**src/cpm_pkg.sv**
```systemverilog
// shared constants and types for the configurable pin function mux
package cpm_pkg;

  // pin counts and selector width
  localparam int CPM_PINS      = 6;
  localparam int CPM_GPIO_PINS = 4;
  localparam int CPM_SEL_W     = 5;

  // clock rates in Hz
  localparam int CPM_CLK_HZ  = 40_000_000;
  localparam int CPM_FAST_HZ = 24_000_000;
  localparam int CPM_MID_HZ  = 12_000_000;
  localparam int CPM_SLOW_HZ = 6_000_000;

  // half periods in clk_in cycles, rounded down, never below one
  localparam int CPM_FAST_HALF_RAW = CPM_CLK_HZ / (2 * CPM_FAST_HZ);
  localparam int CPM_MID_HALF_RAW  = CPM_CLK_HZ / (2 * CPM_MID_HZ);
  localparam int CPM_SLOW_HALF_RAW = CPM_CLK_HZ / (2 * CPM_SLOW_HZ);
  localparam int CPM_FAST_HALF = (CPM_FAST_HALF_RAW < 1) ? 1 : CPM_FAST_HALF_RAW;
  localparam int CPM_MID_HALF  = (CPM_MID_HALF_RAW < 1) ? 1 : CPM_MID_HALF_RAW;
  localparam int CPM_SLOW_HALF = (CPM_SLOW_HALF_RAW < 1) ? 1 : CPM_SLOW_HALF_RAW;
  localparam int CPM_HALF_W    = 8;

  // reset values of the status outputs
  localparam logic CPM_POWER_ENABLE_N_N_RST = 1'b1;
  localparam logic CPM_SLEEP_N_RST = 1'b1;
  localparam logic CPM_TSTAMP_RST  = 1'b0;

  // pin function selector codes
  typedef enum logic [CPM_SEL_W-1:0] {
    CPM_FN_TRISTATE  = 5'h00,
    CPM_FN_DRIVE1    = 5'h01,
    CPM_FN_DRIVE0    = 5'h02,
    CPM_FN_POWER_ENABLE_N     = 5'h03,
    CPM_FN_SLEEP     = 5'h04,
    CPM_FN_CLK_FAST  = 5'h05,
    CPM_FN_CLK_MID   = 5'h06,
    CPM_FN_CLK_SLOW  = 5'h07,
    CPM_FN_GPIO      = 5'h08,
    CPM_FN_CHARGER   = 5'h09,
    CPM_FN_CHARGER_N = 5'h0a,
    CPM_FN_WR_STROBE = 5'h0b,
    CPM_FN_RD_STROBE = 5'h0c,
    CPM_FN_TX_EMPTY  = 5'h0d,
    CPM_FN_RX_FULL   = 5'h0e,
    CPM_FN_VBUS      = 5'h0f,
    CPM_FN_TSTAMP    = 5'h10,
    CPM_FN_KEEP_AWAKE = 5'h11
  } cpm_func_t;

  // raw selector to function; unused codes and gpio above pin 3 release
  function automatic cpm_func_t cpm_decode(input logic [CPM_SEL_W-1:0] code,
                                           input int pin);
    cpm_func_t fn;
    fn = CPM_FN_TRISTATE;
    if (code <= 5'h11) begin
      fn = cpm_func_t'(code);
    end
    if (fn == CPM_FN_GPIO && pin >= CPM_GPIO_PINS) begin
      fn = CPM_FN_TRISTATE;
    end
    return fn;
  endfunction : cpm_decode

endpackage : cpm_pkg

```
**src/cpm_pin_mux.sv**
```systemverilog
// output function selector for six configurable control pins
// What this block does
// - tristate option releases pad; drive options hold a constant level
// - power enable goes low once configured, high again in suspend
// - sleep indicator is low in suspend, high otherwise
// - fast, mid and slow clock outputs run, and stop in suspend
// - gpio is offered on pins 0 to 3 only, each independently
// - charger flag drives high when a dedicated charger is detected
// - inverted charger flag is open drain, pulls low on charger
// - write strobe option passes the active-low bit-bang write strobe
// - read strobe option passes the active-low bit-bang read strobe
// - transmit-empty option drives the active-low transmit buffer flag
// - receive-full option drives the active-low receive buffer flag
// - vbus sense pin is an input that reports vbus presence
// - timestamp pin toggles on every start-of-frame
// - keep-awake pin held low blocks suspend while unplugged
// - every non-gpio option is available on all six pins
// - pin functions come from nonvolatile configuration memory
// - input pins pull up, or optionally pull down during suspend
`timescale 1ns/1ps
module cpm_pin_mux
  import cpm_pkg::*;
(
  input  wire logic                          clk_in,
  input  wire logic                          rstn_in,
  input  wire logic [CPM_PINS*CPM_SEL_W-1:0] nvm_pin_sel_in,
  input  wire logic                          nvm_suspend_pd_in,
  input  wire logic                          usb_configured_in,
  input  wire logic                          usb_suspend_in,
  input  wire logic                          charger_detect_in,
  input  wire logic                          bitbang_write_strobe_n_in,
  input  wire logic                          bitbang_read_strobe_n_in,
  input  wire logic                          tx_buffer_empty_n_in,
  input  wire logic                          rx_buffer_full_n_in,
  input  wire logic                          sof_pulse_in,
  input  wire logic [CPM_GPIO_PINS-1:0]      gpio_data_in,
  input  wire logic [CPM_GPIO_PINS-1:0]      gpio_dir_in,
  input  wire logic [CPM_PINS-1:0]           cfg_pin_in,
  output logic      [CPM_PINS-1:0]           cfg_pin_out,
  output logic      [CPM_PINS-1:0]           cfg_pin_oe_n_out,
  output logic      [CPM_PINS-1:0]           pull_up_en_out,
  output logic      [CPM_PINS-1:0]           pull_down_en_out,
  output logic      [CPM_GPIO_PINS-1:0]      gpio_sample_out,
  output logic                               vbus_present_out,
  output logic                               suspend_inhibit_out,
  output logic                               power_enable_n_out,
  output logic                               sleep_n_out
);

  // suspend state and status flops
  logic susp_q;
  logic power_enable_n_n_q;
  logic power_enable_n_n_d;
  logic sleep_n_q;
  logic tstamp_q;
  logic clk_out_fast;
  logic clk_out_mid;
  logic clk_out_slow;

  logic [CPM_PINS-1:0]      pad_s;
  logic [CPM_PINS-1:0]      is_vbus;
  logic [CPM_PINS-1:0]      is_keep;
  logic [CPM_PINS-1:0]      in_mode;
  logic [CPM_PINS-1:0]      drv_out;
  logic [CPM_PINS-1:0]      drv_oe_n;
  cpm_func_t                fn_w [CPM_PINS];

  // power enable: low once configured, high on suspend
  assign power_enable_n_n_d = usb_suspend_in    ? 1'b1 :
                     usb_configured_in ? 1'b0 : power_enable_n_n_q;

  // suspend sampled into susp_q for clocks and pulls; power enable and sleep sample usb_suspend_in directly
  always_ff @(posedge clk_in or negedge rstn_in) begin
    if (!rstn_in) begin
      susp_q    <= 1'b0;
      power_enable_n_n_q <= CPM_POWER_ENABLE_N_N_RST;
      sleep_n_q <= CPM_SLEEP_N_RST;
    end else begin
      susp_q    <= usb_suspend_in;
      power_enable_n_n_q <= power_enable_n_n_d;
      sleep_n_q <= !usb_suspend_in;
    end
  end

  // timestamp toggles per start-of-frame
  always_ff @(posedge clk_in or negedge rstn_in) begin
    if (!rstn_in) begin
      tstamp_q <= CPM_TSTAMP_RST;
    end else if (sof_pulse_in) begin
      tstamp_q <= !tstamp_q;
    end
  end

  // clock outputs, gated by suspend on the low phase
  cpm_clk_div #(.HALF(CPM_FAST_HALF)) u_div_fast (
    .clk_in  (clk_in),
    .rstn_in (rstn_in),
    .run_in  (!susp_q),
    .clk_out (clk_out_fast)
  );
  cpm_clk_div #(.HALF(CPM_MID_HALF)) u_div_mid (
    .clk_in  (clk_in),
    .rstn_in (rstn_in),
    .run_in  (!susp_q),
    .clk_out (clk_out_mid)
  );
  cpm_clk_div #(.HALF(CPM_SLOW_HALF)) u_div_slow (
    .clk_in  (clk_in),
    .rstn_in (rstn_in),
    .run_in  (!susp_q),
    .clk_out (clk_out_slow)
  );

  // pad inputs cross into clk_in before any use
  cpm_sync #(.W(CPM_PINS)) u_pad_sync (
    .clk_in  (clk_in),
    .rstn_in (rstn_in),
    .d_in    (cfg_pin_in),
    .q_out   (pad_s)
  );

  // source levels go in as an argument so the mux follows every change
  logic [10:0] src_lvl;
  assign src_lvl = {tstamp_q, rx_buffer_full_n_in, tx_buffer_empty_n_in,
                    bitbang_read_strobe_n_in, bitbang_write_strobe_n_in,
                    charger_detect_in, clk_out_slow, clk_out_mid,
                    clk_out_fast, sleep_n_q, power_enable_n_n_q};

  // per-pin selection: {oe_n, level}
  function automatic logic [1:0] drive_sel(input cpm_func_t   fn,
                                           input logic [10:0] src,
                                           input logic        gpio_o,
                                           input logic        gpio_dir);
    logic [1:0] r;
    r = 2'b10;
    case (fn)
      CPM_FN_TRISTATE:  r = 2'b10;
      CPM_FN_DRIVE1:    r = 2'b01;
      CPM_FN_DRIVE0:    r = 2'b00;
      CPM_FN_POWER_ENABLE_N:     r = {1'b0, src[0]};
      CPM_FN_SLEEP:     r = {1'b0, src[1]};
      CPM_FN_CLK_FAST:  r = {1'b0, src[2]};
      CPM_FN_CLK_MID:   r = {1'b0, src[3]};
      CPM_FN_CLK_SLOW:  r = {1'b0, src[4]};
      CPM_FN_GPIO:      r = {!gpio_dir, gpio_o};
      CPM_FN_CHARGER:   r = {1'b0, src[5]};
      CPM_FN_CHARGER_N: r = {!src[5], 1'b0};
      CPM_FN_WR_STROBE: r = {1'b0, src[6]};
      CPM_FN_RD_STROBE: r = {1'b0, src[7]};
      CPM_FN_TX_EMPTY:  r = {1'b0, src[8]};
      CPM_FN_RX_FULL:   r = {1'b0, src[9]};
      CPM_FN_TSTAMP:    r = {1'b0, src[10]};
      default:          r = 2'b10;
    endcase
    return r;
  endfunction : drive_sel

  genvar gi;
  generate
    for (gi = 0; gi < CPM_PINS; gi++) begin : g_pin
      logic gpio_o;
      logic gpio_dir;
      logic gpio_in;

      // selector straight from configuration memory
      assign fn_w[gi] = cpm_decode(
        nvm_pin_sel_in[gi*CPM_SEL_W +: CPM_SEL_W], gi);
      if (gi < CPM_GPIO_PINS) begin : g_gpio
        assign gpio_o   = gpio_data_in[gi];
        assign gpio_dir = gpio_dir_in[gi];
        assign gpio_in  = (fn_w[gi] == CPM_FN_GPIO) && !gpio_dir;
      end else begin : g_nogpio
        assign gpio_o   = 1'b0;
        assign gpio_dir = 1'b0;
        assign gpio_in  = 1'b0;
      end
      // same menu on every pin except gpio, refused on pins 4 and 5
      assign {drv_oe_n[gi], drv_out[gi]} =
        drive_sel(fn_w[gi], src_lvl, gpio_o, gpio_dir);
      assign is_vbus[gi] = (fn_w[gi] == CPM_FN_VBUS);
      assign is_keep[gi] = (fn_w[gi] == CPM_FN_KEEP_AWAKE);
      assign in_mode[gi] = is_vbus[gi] || is_keep[gi] || gpio_in;
    end
  endgenerate

  // pad drivers, pulls and input reports come from flops
  wire pd_now = susp_q && nvm_suspend_pd_in;
  always_ff @(posedge clk_in or negedge rstn_in) begin
    if (!rstn_in) begin
      cfg_pin_out         <= '0;
      cfg_pin_oe_n_out    <= '1;
      pull_up_en_out      <= '0;
      pull_down_en_out    <= '0;
      gpio_sample_out     <= '0;
      vbus_present_out    <= 1'b0;
      suspend_inhibit_out <= 1'b0;
    end else begin
      cfg_pin_out         <= drv_out;
      cfg_pin_oe_n_out    <= drv_oe_n;
      pull_up_en_out      <= in_mode & {CPM_PINS{!pd_now}};
      pull_down_en_out    <= in_mode & {CPM_PINS{pd_now}};
      gpio_sample_out     <= pad_s[CPM_GPIO_PINS-1:0];
      vbus_present_out    <= |(is_vbus & pad_s);
      suspend_inhibit_out <= |(is_keep & ~pad_s);
    end
  end

  assign power_enable_n_out = power_enable_n_n_q;
  assign sleep_n_out        = sleep_n_q;
endmodule : cpm_pin_mux

```
**src/cpm_sync.sv**
```systemverilog
// two flip-flop synchroniser for pad inputs
`timescale 1ns/1ps
module cpm_sync #(
  parameter int W = 1
) (
  input  wire logic         clk_in,
  input  wire logic         rstn_in,
  input  wire logic [W-1:0] d_in,
  output logic      [W-1:0] q_out
);
  logic [W-1:0] meta_q;

  // first stage only feeds the second
  always_ff @(posedge clk_in or negedge rstn_in) begin
    if (!rstn_in) begin
      meta_q <= '0;
      q_out  <= '0;
    end else begin
      meta_q <= d_in;
      q_out  <= meta_q;
    end
  end
endmodule : cpm_sync

```
**src/cpm_clk_div.sv**
```systemverilog
// divided clock with clean stop and start on the low phase
`timescale 1ns/1ps
module cpm_clk_div
  import cpm_pkg::*;
#(
  parameter int HALF = 1
) (
  input  wire logic clk_in,
  input  wire logic rstn_in,
  input  wire logic run_in,
  output logic      clk_out
);
  localparam logic [CPM_HALF_W-1:0] LAST = CPM_HALF_W'(HALF - 1);

  logic [CPM_HALF_W-1:0] cnt_q;
  wire                   hold_low = !clk_out && !run_in;
  wire                   wrap     = (cnt_q == LAST);

  // a started high phase always completes, so no runt pulses
  always_ff @(posedge clk_in or negedge rstn_in) begin
    if (!rstn_in) begin
      cnt_q   <= '0;
      clk_out <= 1'b0;
    end else if (hold_low) begin
      cnt_q   <= '0;
      clk_out <= 1'b0;
    end else if (wrap) begin
      cnt_q   <= '0;
      clk_out <= !clk_out;
    end else begin
      cnt_q   <= cnt_q + 1'b1;
    end
  end
endmodule : cpm_clk_div

```
**config.mk**
```make
export PLATFORM = sky130hd
export DESIGN_NAME = cpm_pin_mux
export DESIGN_NICKNAME = d
export VERILOG_FILES = /design/src/cpm_pkg.sv /design/src/cpm_pin_mux.sv /design/src/cpm_sync.sv /design/src/cpm_clk_div.sv
export SDC_FILE = /design/constraint.sdc
export NUM_CORES = 1
export LEC_CHECK = 0
export ABC_AREA = 1
export BUFFER_PORTS_ARGS = -buffer_cell sky130_fd_sc_hd__clkbuf_2
export CAP_MARGIN = 5
export CORE_MARGIN = 4
export CORE_UTILIZATION = 59
export CTS_CLUSTER_DIAMETER = 150
export CTS_CLUSTER_SIZE = 20
export DETAILED_ROUTE_END_ITERATION = 10
export PLACE_DENSITY_LB_ADDON = 0.2
export REMOVE_ABC_BUFFERS = 1
export SYNTH_ARGS = -nofsm -noshare
export SYNTH_HDL_FRONTEND = slang
export SYNTH_SLANG_ARGS = --single-unit
```
**constraint.sdc**
```tcl
create_clock -name clk_in -period 3.8 [get_ports clk_in]
set_input_delay 0.76 -clock clk_in [delete_from_list [all_inputs] [get_ports clk_in]]
set_output_delay 0.76 -clock clk_in [all_outputs]
set_load 0.01 [all_outputs]
```
Word-level counts from Yosys, hierarchy flattened
Cells that the tools add are included.

storage, ports and cells
  flip-flop bits (word level) = 73
  input bits = 55
  output and inout bits = 32
  word-level logic and storage cells = 201

operators by class
  add/sub/neg operators = 3
  $lt $le $gt $ge = 6
  eq/ne operators = 103
  muxes and demuxes = 28
  bitwise logic cells = 5
  reductions and logical operators = 37

operators by type and width
  operator                                        number
  == test 5 x 4 -> 1 bit (second input constant)  48
  == test 5 x 3 -> 1 bit (second input constant)  24
  one-hot mux 2 bit (15 select lines)             4
  == test 5 x 2 -> 1 bit (second input constant)  12
  == test 5 bit (second input constant)           12
  one-hot mux 2 bit (14 select lines)             2
  two-way mux 8 bit                               6
  two-way mux 5 bit                               8
  == test 5 x 1 -> 1 bit (second input constant)  6
  <= comparator 5 bit (second input constant)     6
  adder 8 x 1 -> 8 bit (second input constant)    3
  AND 6 bit                                       4
  logical NOT 8 bit                               2
  OR reduction 6 bit                              2
  logical NOT 1 bit                               11
  logical OR 1 bit                                10
  == test 8 x 2 -> 1 bit (second input constant)  1
  logical AND 1 bit                               8
  two-way mux 1 bit                               8
  nonzero test 2 bit                              4
  NOT 6 bit                                       1

Logic depth before layout (Yosys ltp)
  word-level depth = 7
  mapped depth = 10
  depth with buffers taken out = 10

By module
From an unflattened synthesis, not the netlist that was laid out.

second synthesis, totals
  cells, all modules = 627
  area total of the unflattened synthesis = 4400.5 sq um

modules (own cells, without submodules)
  module                         instances  cells each  area each (sq um)  seq. area each (sq um)
  cpm_pin_mux                    1          410         2610.0             860.8
  cpm_clk_div at u_div_fast ...  2          69          499.2              225.2
  cpm_clk_div at u_div_slow      1          67          491.7              225.2
  cpm_sync                       1          12          300.3              300.3

Least setup slack after synthesis
Ideal clock, no wire load.

  kind = input to register
  start point = in nvm_pin_sel_in[17]
  end point = reg cfg_pin_out[3]
  setup time = 119 ps
  arrival = 1509 ps
  required time = 3681 ps
  slack = 2172 ps
  stages = 8
  path buffers = 0
  path through = nor2_1 -> nand2_1 -> nor2_1 -> o21ai_0 -> nor2_1 -> nand3_1 -> nor2_1 -> nand2_1

between the ends
  word-level cells in the longest chain between the ends = 4
  elaborated cells between the ends (all ways) = 18
  classes of those cells = 1 x order compare; 15 x eq/ne; 2 x mux

RTL lines
  item                                         line                text
  start, declared                              cpm_pin_mux.sv:26   input wire logic [CPM_PINS*CPM_SEL_W-1:0] nvm_pin_sel_in,
  <= comparator 5 bit                          cpm_pkg.sv:56       if (code <= 5'h11) begin
  two-way mux 5 bit *                          cpm_pkg.sv:56
  == test 5 bit, or another cell as far along  cpm_pin_mux.sv:136  case (fn)
  one-hot mux 2 bit (15 select lines) *        cpm_pin_mux.sv:136
  net drv_out[3]                               cpm_pin_mux.sv:64   logic [CPM_PINS-1:0] drv_out;
  end signal, assigned                         cpm_pin_mux.sv:198  cfg_pin_out <= drv_out;
  end, declared                                cpm_pin_mux.sv:39   output logic [CPM_PINS-1:0] cfg_pin_out,

The timed path passes the listed nets; every way through them passes the cells marked *.
A chain may end at the register's enable or synchronous reset.

Final worst setup path
  start point = reg sleep_n_q (netlist: sleep_n_out)
  end point = out sleep_n_out

RTL lines
  item                    line               text
  start, declared         cpm_pin_mux.sv:54  logic sleep_n_q;
  start signal, assigned  cpm_pin_mux.sv:81  sleep_n_q <= !usb_suspend_in;
  end, declared           cpm_pin_mux.sv:47  output logic sleep_n_out

No word-level cell between the ends.

==> flow_summary.json <==
{
  "rows": 30,
  "drcViolationCount": 0,
  "clk_latency_ns": 0.35,
  "dr.pass1.iters": 5,
  "fmax_ghz": 0.511,
  "reg2reg_depth": 7,
  "syn_avg_cell_area_um2": 7.27,
  "fin_util_pct": 72.4,
  "cap_viol_max_count": 0,
  "ys_async_sr_fraction_pct": 100,
  "clk_pin_slew_worst_paths_ns": 0.08,
  "cpPeakStageDelay_ns": 0.66,
  "io_buffers": 86,
  "ys_seq_area_share_pct": 43.0,
  "via_per_inst": 5.58,
  "synth-edff-count": 0,
  "synthTopCellsByArea": "dfrtp_1 38%, nand2_1 8.9%, nand3_1 8.6%",
  "worst_path_max_delay_cell": "dfstp_2",
  "min_period_ns": 1.96,
  "setup_viol": 0,
  "fp.dieW_um": 93.1,
  "vias": 4363,
  "pwr-share-seq_pct": 49.7,
  "r2r_slack_ns": 2.02,
  "synth_seq_cells": 73,
  "whs_ns": 0.352,
  "antenna-diode-count": 0,
  "layout.nets": 743,
  "slew_violations": 0,
  "cts_buffer_depth": 2,
  "routed_wirelength_mm": 11.6,
  "status": "finished clean",
  "core_um2": 6910,
  "cp-end-kind": "output pin",
  "tightestPinTransition_ns": 0.660,
  "cts_resized": 0,
  "grt_pass1_wl_mm": 19.2,
  "grt-ovfl-total": 0,
  "sw_frac_of_total_pct": 32.1,
  "hold_end": "u_pad_sync.q_out[1]",
  "start_util_pct": 61.8,
  "htreeDepth": 3,
  "fin_crit_sh_pct": 51.5,
  "fill_cells": 588,
  "cp.buffers_inverters": 1,
  "area_delta_synth_final_pct": 17.1,
  "grt_use_total_pct": 28.2,
  "finalHoldViolCount": 0,
  "p_per_area_nw_per_um2": 372,
  "skew_ns": 0.0102,
  "p_switching_mw": 0.597,
  "p_leak_nw": 2.55,
  "antenna_found_initial": 0,
  "drive_gt1_share_pct": 20.1,
  "path_cells": "clkbuf_2",
  "hold_class": "reg2reg",
  "holdPathStages": 0,
  "yosys_warnings": 0,
  "synth.distinct_cells": 41,
  "post_cts_buffers": 0,
  "cts_tree": "done",
  "rsz0062_at_grt": "false",
  "cts-root-buf": "clkbuf_8",
  "yosysTopAreaCell": "dfrtp_1",
  "dieArea_um2": 8660,
  "grt_pass1_vias": 4128,
  "cp.required_ns": 3.04,
  "synthDominantCellAreaShare_pct": 38.1,
  "ys.flop_type": "dfrtp_1",
  "tns_ns": 0,
  "internal-power_mw": 1.26,
  "crit_type": "reg2out",
  "fp.dieH_um": 93.1,
  "start_kind": "flip-flop",
  "synthesis.area_um2": 4270,
  "crit_arrival_ns": 1.20,
  "holdBufCountCts": 0,
  "r2r-end": "u_div_mid.cnt_q[2]",
  "gp_congestion": 1.04,
  "ir_drop_uv": 284,
  "grt_start_max_net_pins": 30,
  "cp_max_fo": 6,
  "p_clk_share_pct": 31.7,
  "wire_per_inst_um": 14.9,
  "hp-start": "u_pad_sync.meta_q[1]",
  "cp_top_family": "flip-flops",
  "hpwl_mm": 9.01,
  "synth_cells": 587,
  "drt_iter0_markers": 426,
  "ios": 87,
  "power_frac_comb_pct": 18.6,
  "maxSlewHeadroom_pct": 55.6,
  "cts.sinks": 73,
  "numCtsBuffers": 9,
  "r2r_start": "u_div_mid.cnt_q[0]",
  "ant_nets": 0
}
## synth_stat cells (all sizes together) (4+ instances only)
cell / count
nor3b: 4
o21ai: 43
nand3: 74
ha: 6
nor3: 26
nand3b: 6
inv: 86
dfstp: 8
nand2: 107
nand4: 17
nor2: 97
a21oi: 20
dfrtp: 65
## kinds of logic after synthesis
group	Yosys count	share of synthesized area, %
simple gates	337	36.4
buf+inv	91	8.12
compound gates	78	10.3
flops	73	43.0
fa+ha+maj	6	1.76
xor+xnor	2	0.410
## power by group through the flow
stage | logic [mW] | registers [mW] | clock network [mW]
after detailed placement | 0.342 | 0.937 | 0
after floorplan | 0.191 | 0.920 | 0
after global placement | 0.332 | 0.933 | 0
after global routing | 0.393 | 0.931 | 0.639
after CTS | 0.346 | 0.922 | 0.595
final | 0.346 | 0.924 | 0.591
## routing by layer
layer / wire length (um) / global-route usage (%) / up-vias
met5: 0 / 0 / -
met1: 4790 / 37.7 / 1958
met3: 1250 / 7.48 / 38
li1: - / - / 2132
met4: 353 / 10.7 / 0
met2: 5230 / 43.9 / 235
## cell type report
cell class              instances  area [um^2]  area share, %
clock buffers                   9          124           2.48
clock inverters                 6         60.1           1.20
repair buffers                 88          445           8.91
well taps                      96          120           2.40
inverters                      87          327           6.53
multi-input cells             423         2090           41.7
flip-flops and latches         73         1840           36.7
## sequential cells by signal, indices dropped and copies added (netlist names)
signal	count
u_div_fast.cnt_q	8
u_div_mid.cnt_q	8
u_div_slow.cnt_q	8
cfg_pin_oe_n_out	6
cfg_pin_out	6
pull_down_en_out	6
pull_up_en_out	6
u_pad_sync.meta_q	6
u_pad_sync.q_out	6
gpio_sample_out	4
power_enable_n_out	1
sleep_n_out	1
susp_q	1
suspend_inhibit_out	1
tstamp_q	1
u_div_fast.clk_out	1
u_div_mid.clk_out	1
u_div_slow.clk_out	1
vbus_present_out	1
## worst max-delay path by stage
stage,startpoint,end,depth (start not counted)
after CTS,sleep_n_out,sleep_n_out,1
final,sleep_n_out,sleep_n_out,1
after floorplan,nvm_pin_sel_in[17],cfg_pin_out[3],8
after detailed placement,nvm_pin_sel_in[19],pull_down_en_out[3],9
after global placement,nvm_pin_sel_in[7],pull_down_en_out[1],10
after global routing,u_div_mid.cnt_q[0],u_div_mid.cnt_q[3],7
## cells in the final DEF, fill, tap and decap left out, drive strengths merged, types with 4 or more instances in the layout
master  count
dfrtp      65
a21oi      20
inv        86
nor2       97
dfstp       8
nor3       26
ha          6
nand3      74
nand3b      6
nand4      17
o21ai      43
clkinv      4
clkbuf     94
nor3b       4
nand2     107
## metrics by stage
step                      std cells  setup WS, ns  cell area (um^2)  power [mW]
after floorplan                 583          2.17              4250        1.11
after global placement          767          1.89              4810        1.26
after detailed placement        767          1.82              4810        1.28
after CTS                       782          1.87              5000        1.86
after global routing            782          1.79              5000        1.96
final                           782          1.84              5000        1.86
No activity file was read; power rests on OpenSTA's default activity.
